[config.mk]
export PLATFORM = sky130hd
export DESIGN_NAME = psf_unit
export DESIGN_NICKNAME = d
export VERILOG_FILES = /design/src/psf_pkg.sv /design/src/psf_unit.sv
export VERILOG_INCLUDE_DIRS = /design/src /design/src/src
export SDC_FILE = /design/constraint.sdc
export NUM_CORES = 1
export LEC_CHECK = 0
export BUFFER_PORTS_ARGS = -buffer_cell sky130_fd_sc_hd__clkbuf_2
export CORE_ASPECT_RATIO = 1.75
export CORE_MARGIN = 3
export CORE_UTILIZATION = 62
export CTS_CLUSTER_SIZE = 16
export DETAILED_ROUTE_END_ITERATION = 10
export PLACE_DENSITY = 0.88
export RECOVER_POWER = 50
export SYNTH_ARGS = -nofsm -noshare
export SYNTH_HDL_FRONTEND = slang
export SYNTH_SLANG_ARGS = --single-unit
[constraint.sdc]
create_clock -name pclk -period 3.23 [get_ports pclk]
set_clock_uncertainty 0.2 [all_clocks]
set_input_delay 0.646 -clock pclk [delete_from_list [all_inputs] [get_ports pclk]]
set_output_delay 0.646 -clock pclk [all_outputs]
set_load 0.05 [all_outputs]
[src/psf_params.svh]
// Register offsets, control field positions and reset values of the predicate flag unit
`ifndef PSF_PARAMS_SVH
`define PSF_PARAMS_SVH
`define PSF_OFF_CTRL    12'h000
`define PSF_OFF_FLAGS   12'h004
`define PSF_OFF_VSRC    12'h008
`define PSF_OFF_VDST    12'h00C
`define PSF_OFF_SCA     12'h010
`define PSF_OFF_SCB     12'h014
`define PSF_OFF_RESULT  12'h018
`define PSF_OFF_PRED    12'h020
`define PSF_PRED_MASK   12'hFE0
`define PSF_POS_OP      0
`define PSF_POS_GOV     4
`define PSF_POS_PEN     7
`define PSF_POS_ZERO    8
`define PSF_POS_ES      9
`define PSF_POS_FSET    11
`define PSF_POS_PDST    12
`define PSF_POS_PSRC    15
`define PSF_POS_PSRC2   18
`define PSF_POS_IDX     21
`define PSF_POS_END     26
`define PSF_RST_WORD    32'h0000_0000
`define PSF_RST_FLAGS   4'h0
`endif

[src/psf_pkg.sv]
// Types shared by the predicate flag unit
package psf_pkg;
	typedef enum logic [3:0] {
		PSF_OP_NOP       = 4'h0,
		PSF_OP_VSEL      = 4'h1,
		PSF_OP_PAND      = 4'h2,
		PSF_OP_PTEST     = 4'h3,
		PSF_OP_FS_INIT   = 4'h4,
		PSF_OP_FS_READ   = 4'h5,
		PSF_OP_FS_READF  = 4'h6,
		PSF_OP_FS_WRITE  = 4'h7,
		PSF_OP_LOAD_FAIL = 4'h8,
		PSF_OP_CTERM_EQ  = 4'h9,
		PSF_OP_CTERM_NE  = 4'hA,
		PSF_OP_COUNT     = 4'hB
	} psf_op_type;
	typedef struct packed {
		logic n;
		logic z;
		logic c;
		logic v;
	} psf_flags_type;
	typedef struct packed {
		psf_op_type op;
		logic [2:0] gov;
		logic       pen;
		logic       zero;
		logic [1:0] es;
		logic       fset;
		logic [2:0] pdst;
		logic [2:0] psrc;
		logic [2:0] psrc2;
		logic [4:0] idx;
		logic       endp;
	} psf_ctrl_type;
endpackage : psf_pkg

[src/psf_unit.sv]
// Predicate, condition flag and fault status datapath behind an APB slave
//
// The APB interface to the registers and the register offsets were left to the implementer.
`timescale 1ns/1ps
`default_nettype none
`include "psf_params.svh"

// Behaviour
// RQ1: Governing predicate chosen from P0-P7 only
// RQ2: Only active elements take part
// RQ3: Zeroing writes zero to inactive elements
// RQ4: Merging keeps inactive elements unchanged
// RQ5: Predicate bit per byte, sized elements
// RQ6: Fault status init sets all true
// RQ7: Failed load clears element and above
// RQ8: Loads never set fault status true
// RQ9: Only dedicated ops touch fault status
// RQ10: Fault status accesses in program order
// RQ11: Narrow scalar results are zero-extended
// RQ12: N is first active element true
// RQ13: Z set when no active true
// RQ14: C clear when last active true
// RQ15: V cleared except compare-terminate ops
// RQ16: Governing predicate limits tested elements
// RQ17: Unpredicated means all elements active
// RQ18: More and final-or-none condition aliases
// RQ19: Continue and halt aliases from N, V
// RQ20: Element true when lowest bit set
// RQ21: First active is lowest active
// RQ22: Last active is highest active
// RQ23: No active gives N0 Z1 C1
module psf_unit #(
	parameter int VBYTES = 4,
	parameter int AW     = 12
) (
	input  wire logic          pclk,
	input  wire logic          presetn,
	input  wire logic          psel,
	input  wire logic          penable,
	input  wire logic          pwrite,
	input  wire logic [AW-1:0] paddr,
	input  wire logic [31:0]   pwdata,
	output logic      [31:0]   prdata,
	output logic               pready,
	output logic               pslverr
);
	localparam int PB = VBYTES;
	localparam int VW = VBYTES * 8;
	localparam logic [1:0] ES_MAX = 2'($clog2(VBYTES));

	logic [PB-1:0]          pred_r [8];
	logic [PB-1:0]          fault_stat_r;
	logic [VW-1:0]          vsrc_r;
	logic [VW-1:0]          vdst_r;
	logic [31:0]            sca_r;
	logic [31:0]            scb_r;
	logic [31:0]            res_r;
	logic [31:0]            ctrl_r;
	psf_pkg::psf_flags_type flags_r;
	logic [31:0]            prdata_r;
	logic                   pready_r;
	logic                   pslverr_r;

	psf_pkg::psf_ctrl_type  c;
	logic                   wr;
	logic                   go;
	logic [1:0]             es;
	logic [PB-1:0]          lead;
	logic [PB-1:0]          gov;
	logic [PB-1:0]          act;
	logic [PB-1:0]          am;
	logic                   pd_we;
	logic [PB-1:0]          pd_nxt;
	logic                   vd_we;
	logic [VW-1:0]          vd_nxt;
	logic                   fault_stat_we;
	logic [PB-1:0]          fault_stat_nxt;
	logic                   fl_we;
	psf_pkg::psf_flags_type fl_nxt;
	logic                   res_we;
	logic [31:0]            res_nxt;

	// Lowest bit of each element, the only bit that decides truth
	function automatic logic [PB-1:0] lead_bits(input logic [1:0] e);
		for (int b = 0; b < PB; b++)
			lead_bits[b] = (b % (1 << e)) == 0;
	endfunction : lead_bits

	// Copies each element's lowest bit over all bytes of that element
	function automatic logic [PB-1:0] spread(input logic [PB-1:0] p, input logic [1:0] e);
		for (int b = 0; b < PB; b++)
			spread[b] = p[b - (b % (1 << e))];
	endfunction : spread

	function automatic logic [VW-1:0] bitmask(input logic [PB-1:0] m);
		for (int b = 0; b < PB; b++)
			bitmask[b*8 +: 8] = {8{m[b]}};
	endfunction : bitmask

	function automatic psf_pkg::psf_flags_type pflags(input logic [PB-1:0] a,
			input logic [PB-1:0] r);
		psf_pkg::psf_flags_type f;
		f = '{n: 1'b0, z: 1'b1, c: 1'b1, v: 1'b0}; // [RQ23] [RQ15]
		for (int b = PB - 1; b >= 0; b--)
			if (a[b])
				f.n = r[b]; // [RQ12] [RQ21]
		for (int b = 0; b < PB; b++)
			if (a[b])
				f.c = !r[b]; // [RQ14] [RQ22]
		f.z = (a & r) == '0; // [RQ13] [RQ16]
		return f;
	endfunction : pflags

	function automatic logic [7:0] count_true(input logic [PB-1:0] p);
		logic [7:0] n;
		n = 8'h00;
		for (int b = 0; b < PB; b++)
			n = n + 8'(p[b]);
		return n;
	endfunction : count_true

	assign wr = psel && penable && pready_r && pwrite;
	// Ops execute one per bus write, so every access is in program order [RQ10]
	assign go = wr && (paddr == `PSF_OFF_CTRL);
	// One process fills the whole control word, so it has a single driver
	always_comb
	begin
		c.op = psf_pkg::psf_op_type'(pwdata[`PSF_POS_OP +: 4]);
		c.gov = pwdata[`PSF_POS_GOV +: 3]; // [RQ1]
		c.pen = pwdata[`PSF_POS_PEN];
		c.zero = pwdata[`PSF_POS_ZERO];
		c.es = pwdata[`PSF_POS_ES +: 2];
		c.fset = pwdata[`PSF_POS_FSET];
		c.pdst = pwdata[`PSF_POS_PDST +: 3];
		c.psrc = pwdata[`PSF_POS_PSRC +: 3];
		c.psrc2 = pwdata[`PSF_POS_PSRC2 +: 3];
		c.idx = pwdata[`PSF_POS_IDX +: 5];
		c.endp = pwdata[`PSF_POS_END];
	end

	assign es = (c.es > ES_MAX) ? ES_MAX : c.es; // [RQ5]
	assign lead = lead_bits(es);
	assign gov = c.pen ? pred_r[c.gov] : '1; // [RQ17]
	assign act = gov & lead; // [RQ20] [RQ2]
	assign am = spread(act, es);

	always_comb
	begin
		logic [PB-1:0] r;
		logic          t;
		r = '0;
		t = 1'b0;
		pd_we = 1'b0;
		pd_nxt = pred_r[c.pdst];
		vd_we = 1'b0;
		vd_nxt = vdst_r;
		fault_stat_we = 1'b0;
		fault_stat_nxt = fault_stat_r;
		fl_we = 1'b0;
		fl_nxt = flags_r;
		res_we = 1'b0;
		res_nxt = res_r;
		unique case (c.op)
			psf_pkg::PSF_OP_VSEL:
			begin
				vd_we = 1'b1;
				vd_nxt = (vsrc_r & bitmask(am)) // [RQ2]
					| (c.zero ? '0 : (vdst_r & ~bitmask(am))); // [RQ3] [RQ4]
			end
			psf_pkg::PSF_OP_PAND:
			begin
				r = pred_r[c.psrc] & pred_r[c.psrc2] & act;
				pd_we = 1'b1;
				pd_nxt = r | (c.zero ? '0 : (pred_r[c.pdst] & ~am)); // [RQ3] [RQ4]
				fl_we = c.fset;
				fl_nxt = pflags(act, r);
			end
			psf_pkg::PSF_OP_PTEST:
			begin
				fl_we = 1'b1;
				fl_nxt = pflags(act, pred_r[c.psrc] & lead); // [RQ16]
			end
			psf_pkg::PSF_OP_FS_INIT:
			begin
				fault_stat_we = 1'b1;
				fault_stat_nxt = '1; // [RQ6]
			end
			psf_pkg::PSF_OP_FS_READ, psf_pkg::PSF_OP_FS_READF:
			begin
				pd_we = 1'b1;
				pd_nxt = fault_stat_r & am; // [RQ9]
				fl_we = c.op == psf_pkg::PSF_OP_FS_READF;
				fl_nxt = pflags(act, fault_stat_r & lead);
			end
			psf_pkg::PSF_OP_FS_WRITE:
			begin
				fault_stat_we = 1'b1;
				fault_stat_nxt = pred_r[c.psrc]; // [RQ9]
			end
			psf_pkg::PSF_OP_LOAD_FAIL:
			begin
				// Only ever clears, so faults pile up until the next init or fault status write
				fault_stat_we = 1'b1;
				for (int b = 0; b < PB; b++)
					if (b >= (int'(c.idx) << es))
						fault_stat_nxt[b] = 1'b0; // [RQ7] [RQ8]
			end
			psf_pkg::PSF_OP_CTERM_EQ, psf_pkg::PSF_OP_CTERM_NE:
			begin
				t = (sca_r == scb_r) ^ (c.op == psf_pkg::PSF_OP_CTERM_NE);
				fl_we = 1'b1;
				fl_nxt.n = t;
				fl_nxt.v = !t && c.endp; // [RQ15]
			end
			psf_pkg::PSF_OP_COUNT:
			begin
				res_we = 1'b1;
				res_nxt = {24'h00_0000, count_true(pred_r[c.psrc] & act)}; // [RQ11]
			end
			default:
			begin
			end
		endcase
	end

	always_ff @(posedge pclk or negedge presetn)
	begin
		if (!presetn)
			for (int i = 0; i < 8; i++)
				pred_r[i] <= '0;
		else if (go && pd_we)
			pred_r[c.pdst] <= pd_nxt;
		else if (wr && ((paddr & `PSF_PRED_MASK) == `PSF_OFF_PRED))
			pred_r[paddr[4:2]] <= pwdata[PB-1:0];
	end

	// Fault status has no bus address; only the dedicated ops reach it
	always_ff @(posedge pclk or negedge presetn)
	begin
		if (!presetn)
			fault_stat_r <= '1;
		else if (go && fault_stat_we)
			fault_stat_r <= fault_stat_nxt; // [RQ9]
	end

	always_ff @(posedge pclk or negedge presetn)
	begin
		if (!presetn)
		begin
			vsrc_r <= '0;
			vdst_r <= '0;
			sca_r <= `PSF_RST_WORD;
			scb_r <= `PSF_RST_WORD;
			ctrl_r <= `PSF_RST_WORD;
		end
		else if (wr)
		begin
			if (paddr == `PSF_OFF_VSRC)
				vsrc_r <= pwdata[VW-1:0];
			if (paddr == `PSF_OFF_VDST)
				vdst_r <= pwdata[VW-1:0];
			else if (go && vd_we)
				vdst_r <= vd_nxt;
			if (paddr == `PSF_OFF_SCA)
				sca_r <= pwdata;
			if (paddr == `PSF_OFF_SCB)
				scb_r <= pwdata;
			if (go)
				ctrl_r <= pwdata;
		end
	end

	always_ff @(posedge pclk or negedge presetn)
	begin
		if (!presetn)
		begin
			flags_r <= `PSF_RST_FLAGS;
			res_r <= `PSF_RST_WORD;
		end
		else if (go)
		begin
			if (fl_we)
				flags_r <= fl_nxt;
			if (res_we)
				res_r <= res_nxt;
		end
	end

	// Read data is latched in the setup phase so the access phase needs no wait
	always_ff @(posedge pclk or negedge presetn)
	begin
		if (!presetn)
		begin
			prdata_r <= `PSF_RST_WORD;
			pslverr_r <= 1'b0;
			pready_r <= 1'b0;
		end
		else
		begin
			pready_r <= 1'b1;
			if (psel && !penable)
			begin
				pslverr_r <= 1'b0;
				prdata_r <= '0;
				if ((paddr & `PSF_PRED_MASK) == `PSF_OFF_PRED)
					prdata_r <= 32'(pred_r[paddr[4:2]]);
				else
					unique case (paddr)
						`PSF_OFF_CTRL:   prdata_r <= ctrl_r;
						`PSF_OFF_FLAGS:  prdata_r <= {22'h0, flags_r.c & !flags_r.z, // [RQ18]
							!flags_r.c | flags_r.z, flags_r.n == flags_r.v, // [RQ19]
							flags_r.n != flags_r.v, flags_r.c, !flags_r.n, flags_r};
						`PSF_OFF_VSRC:   prdata_r <= 32'(vsrc_r);
						`PSF_OFF_VDST:   prdata_r <= 32'(vdst_r);
						`PSF_OFF_SCA:    prdata_r <= sca_r;
						`PSF_OFF_SCB:    prdata_r <= scb_r;
						`PSF_OFF_RESULT: prdata_r <= res_r;
						default:         pslverr_r <= 1'b1;
					endcase
			end
		end
	end

	assign prdata = prdata_r;
	assign pready = pready_r;
	assign pslverr = pslverr_r;

	chk_fault_init: assert property (@(posedge pclk) disable iff (!presetn) // [RQ6]
		go && c.op == psf_pkg::PSF_OP_FS_INIT |=> fault_stat_r == '1)
		else $error("fault status not all true after init");
	chk_fault_no_set: assert property (@(posedge pclk) disable iff (!presetn) // [RQ8]
		go && c.op == psf_pkg::PSF_OP_LOAD_FAIL
		|=> (fault_stat_r & ~$past(fault_stat_r)) == '0)
		else $error("load set a fault status bit");
	chk_fault_run: assert property (@(posedge pclk) disable iff (!presetn) // [RQ7]
		go && c.op == psf_pkg::PSF_OP_LOAD_FAIL && c.idx == 5'h00 |=> fault_stat_r == '0)
		else $error("fail at element zero left true bits");
	chk_vsel_zero: assert property (@(posedge pclk) disable iff (!presetn) // [RQ3]
		go && c.op == psf_pkg::PSF_OP_VSEL && c.zero
		|=> (vdst_r & ~bitmask($past(am))) == '0)
		else $error("inactive byte not zeroed");
	chk_vsel_merge: assert property (@(posedge pclk) disable iff (!presetn) // [RQ4]
		go && c.op == psf_pkg::PSF_OP_VSEL && !c.zero
		|=> ((vdst_r ^ $past(vdst_r)) & ~bitmask($past(am))) == '0)
		else $error("inactive byte changed under merging");
	chk_none_active: assert property (@(posedge pclk) disable iff (!presetn) // [RQ23]
		go && c.op == psf_pkg::PSF_OP_PTEST && act == '0
		|=> flags_r == 4'h6)
		else $error("flags wrong with no active element");
	chk_v_cleared: assert property (@(posedge pclk) disable iff (!presetn) // [RQ15]
		go && c.op == psf_pkg::PSF_OP_PTEST |=> !flags_r.v)
		else $error("overflow not cleared by test");
	chk_zero_flag: assert property (@(posedge pclk) disable iff (!presetn) // [RQ13]
		go && c.op == psf_pkg::PSF_OP_PTEST |=> flags_r.z == $past((pred_r[c.psrc] & act) == '0))
		else $error("zero flag disagrees with active bits");
	chk_count_ext: assert property (@(posedge pclk) disable iff (!presetn) // [RQ11]
		go && c.op == psf_pkg::PSF_OP_COUNT |=> res_r[31:8] == 24'h00_0000)
		else $error("narrow result not zero extended");
	chk_cterm_alias: assert property (@(posedge pclk) disable iff (!presetn) // [RQ19]
		go && c.op == psf_pkg::PSF_OP_CTERM_EQ && sca_r == scb_r
		|=> flags_r.n != flags_r.v)
		else $error("equal compare did not halt");
	chk_unpred_all: assert property (@(posedge pclk) disable iff (!presetn) // [RQ17]
		go && c.op == psf_pkg::PSF_OP_PTEST && !c.pen && es == 2'h0 && pred_r[c.psrc] == '1
		|=> flags_r == 4'h8)
		else $error("unpredicated test missed an element");
	chk_carry_last: assert property (@(posedge pclk) disable iff (!presetn) // [RQ14]
		go && c.op == psf_pkg::PSF_OP_PTEST && act != '0 && (pred_r[c.psrc] & act) == act
		|=> !flags_r.c)
		else $error("carry set although last active true");
	chk_neg_first: assert property (@(posedge pclk) disable iff (!presetn) // [RQ12]
		go && c.op == psf_pkg::PSF_OP_PTEST && act != '0 && (pred_r[c.psrc] & act) == act
		|=> flags_r.n)
		else $error("negative clear although first active true");
	chk_load_keep: assert property (@(posedge pclk) disable iff (!presetn) // [RQ7]
		go && c.op == psf_pkg::PSF_OP_LOAD_FAIL && c.idx == 5'h01 && es == 2'h0
		|=> fault_stat_r[0] == $past(fault_stat_r[0]))
		else $error("load fail touched a lower element");
endmodule : psf_unit
`default_nettype wire

==> impl_metrics.ini <==
[min_path]
hold_class = in2reg
holdPathStages = 2

[synth]
synth_edf_count = 0
ys_warn_count = 0
synthTopCellsByCount = dfrtp_1, mux2_2, nor2_1
synth.avg_cell_area_sq_um = 11.2
ys_types = 81
synthesis.area_sq_mm = 0.0138
yosysTopAreaCell = dfrtp_1
synthCells = 1238
synth_seq_cells = 237
yosysSeqAreaShare_pct = 43.0
synthArstFlopShare_pct = 100
synth_area_leaders = dfrtp_1, mux2_2, mux4_2
post-synth-top-area-fraction_pct = 42.2
synth_ff_type = dfrtp_1
yosysMostFrequentCell = dfrtp_1

[routing]
vias = 12186
drt_iter0_drc = 1471
drc = 0
vias_per_cell = 7.22
wirelength_um = 48600
first_pass_iters = 6
wl_per_cell_um = 28.8
ant_nets = 0

[pwr]
pwr-share-seq_pct = 48.0
peakVddDrop_mv = 0.518
power_leakage_nw = 7.45
power_density_mw_per_mm2 = 385
power_switching_w = 0.00155
cellInternalPower_w = 0.00464
pwr-share-clk_pct = 43.3
power_frac_comb_pct = 8.7
switching_share_pct = 25.1

[cts]
clk-insertion-delay-late_ns = 0.53
clockRootBuffer = clkbuf_16
cts_tree = built
cts-resized-gates = 0
clkTransAtPathRegs_ns = 0.07
cts.path.max_buffers = 3
h-tree-depth = 1
numClockSinks = 237
numCtsBuffers = 22

[global_route]
grt_max_degree = 67
grt_remaining_overflow = 0
grt_pass1_vias = 12456
grt_usage_pct = 40.0
antenna_found_initial = 1
grt_pass1_wl_um = 73600

[timing]
whs_ns = 0.240
rsz0062_at_grt = no
tns_ns = 0
maxSlewHeadroom_pct = -18.6
finalCriticalPeriod_ns = 3.06
fmax_mhz = 327
hold_viol_final = 0
finalSetupViolCount = 0
worst_pin_slew_ns = 1.78
fin_crit_sh_pct = 94.8
slew_violations = 65

[flow_run]
cap_violations = 1

[worst_setup_path]
ff2ff_path_depth = 7
critPathKind = reg2reg
ff2ff_setup_slack_ns = 0.17
cp_data_arrival_time_ns = 3.25
worst_setup_path_start_kind = register
cp_max_fo = 3
required_ns = 3.42
end_kind = register

[run_status]
violations = capacitance limit, slew limit
status = finished, violations left

[placed_design]
place_area_sq_mm = 0.0154
io_buffers = 82
place_congestion = 1.04
dpl.hpwl_um = 33500

[finish]
fillers = 1427
fin_area_sq_mm = 0.0161
num-nets-final = 1434
synthToLayoutAreaGrowth_pct = 16.5
drive_above_1_share_pct = 32.2

[floorplanning]
die_h_um = 203
start_util_pct = 63.7
die_x_um = 119
die_area_sq_mm = 0.0242
fp.coreArea_sq_mm = 0.0217
num_io_pins = 83
rows = 71
## registers in the layout, indices dropped and copies added (netlist names)
signal	flops
pready	1
sca_r	32
vdst_r	32
res_r	3
pred_r	32
ctrl_r	32
pslverr	1
vsrc_r	32
fault_stat_r	4
flags_r	4
scb_r	32
prdata	32
## cell usage in the layout (no fill, tap or decap), types with 29 or more instances in the layout
| cell | instances |
|---|---|
| dfrtp_1 | 233 |
| mux4_2 | 39 |
| nor2_1 | 85 |
| xnor2_1 | 35 |
| nand2_1 | 55 |
| mux2i_1 | 83 |
| a211oi_1 | 29 |
| a21o_1 | 33 |
| buf_4 | 112 |
| clkbuf_2 | 68 |
| o21ai_0 | 45 |
| mux2_2 | 138 |
## worst max-delay path, cell delays in order (launching register included)
cell and delay [ns]:
dfrtp_1 0.40, xnor2_1 0.27, nand4_1 0.19, nor4_1 0.54, nand3_1 0.15, o21bai_1 0.71, a222oi_1 0.20, o211a_1 0.27
## worst paths after layout
check                                       start                      to
max                         scb_r[28]$_DFFE_PN0P_  flags_r[3]$_DFFE_PN0P_
min                                    pwdata[27]   scb_r[27]$_DFFE_PN0P_
max reg2reg                 scb_r[28]$_DFFE_PN0P_  flags_r[3]$_DFFE_PN0P_
max in group asynchronous                 presetn  vsrc_r[13]$_DFFE_PN0P_
min in group asynchronous                 presetn  flags_r[1]$_DFFE_PN0P_
min reg2reg                prdata[23]$_DFFE_PN0P_  prdata[23]$_DFFE_PN0P_
## repair_timing
item / CTS / global route
setup buffers: 0 / 0
hold buffers: 1 / 0
hold endpoints to repair: 58 / 0
## power groups by stage
stage	sequential [W]	combinational (W)	clock, W
after global placement	0.00303	0.000512	0
after floorplan	0.00303	0.000238	0
after CTS	0.00297	0.000523	0.00268
after detailed placement	0.00303	0.000519	0
final	0.00297	0.000541	0.00268
after global routing	0.00297	0.000563	0.00279
## layer usage
| metal | GRT usage (%) | vias up | routed length (um) |
|---|---|---|---|
| met2 | 67.0 | 950 | 23600 |
| met4 | 36.0 | 0 | 5930 |
| li1 | - | 4896 | - |
| met3 | 7.05 | 367 | 3770 |
| met5 | 0 | - | 0 |
| met1 | 42.7 | 5973 | 15300 |
## cells by family (layout without fill, tap and decap cells)
group,after synthesis,after routing,share of synthesized area (%)
fa+ha+maj,5,5,0.507
compound gates,286,286,15.2
flops,237,237,43.0
other cells,2,6,0.0544
buf+inv,112,265,3.35
simple gates,281,281,10.4
mux,280,280,25.3
xor+xnor,35,35,2.22
## stage by stage
stage          power (W)  instances  setup slack, ns  utilization [%]
4_1_cts          0.00618       1686            0.301             74.3
5_1_grt          0.00633       1687           0.0304             74.2
6_report         0.00620       1687            0.169             74.2
2_1_floorplan    0.00327       1241           0.0111                -
3_3_place_gp     0.00354       1647          -0.0600             70.9
3_5_place_dp     0.00355       1647           -0.106             70.9
## final cells by class
| type | instances | area (sq um) | area share [%] |
|---|---|---|---|
| Timing Repair Buffer | 211 | 1540 | 9.54 |
| Inverter | 16 | 60.1 | 0.373 |
| Tap cell | 292 | 365 | 2.27 |
| Antenna cell | 1 | 2.50 | 0.0156 |
| Sequential cell | 237 | 5940 | 36.9 |
| Clock buffer | 28 | 603 | 3.75 |
| Clock inverter | 10 | 126 | 0.786 |
| Multi-Input combinational cell | 892 | 7460 | 46.4 |
Note: power is estimated with default switching activity, not from simulation.
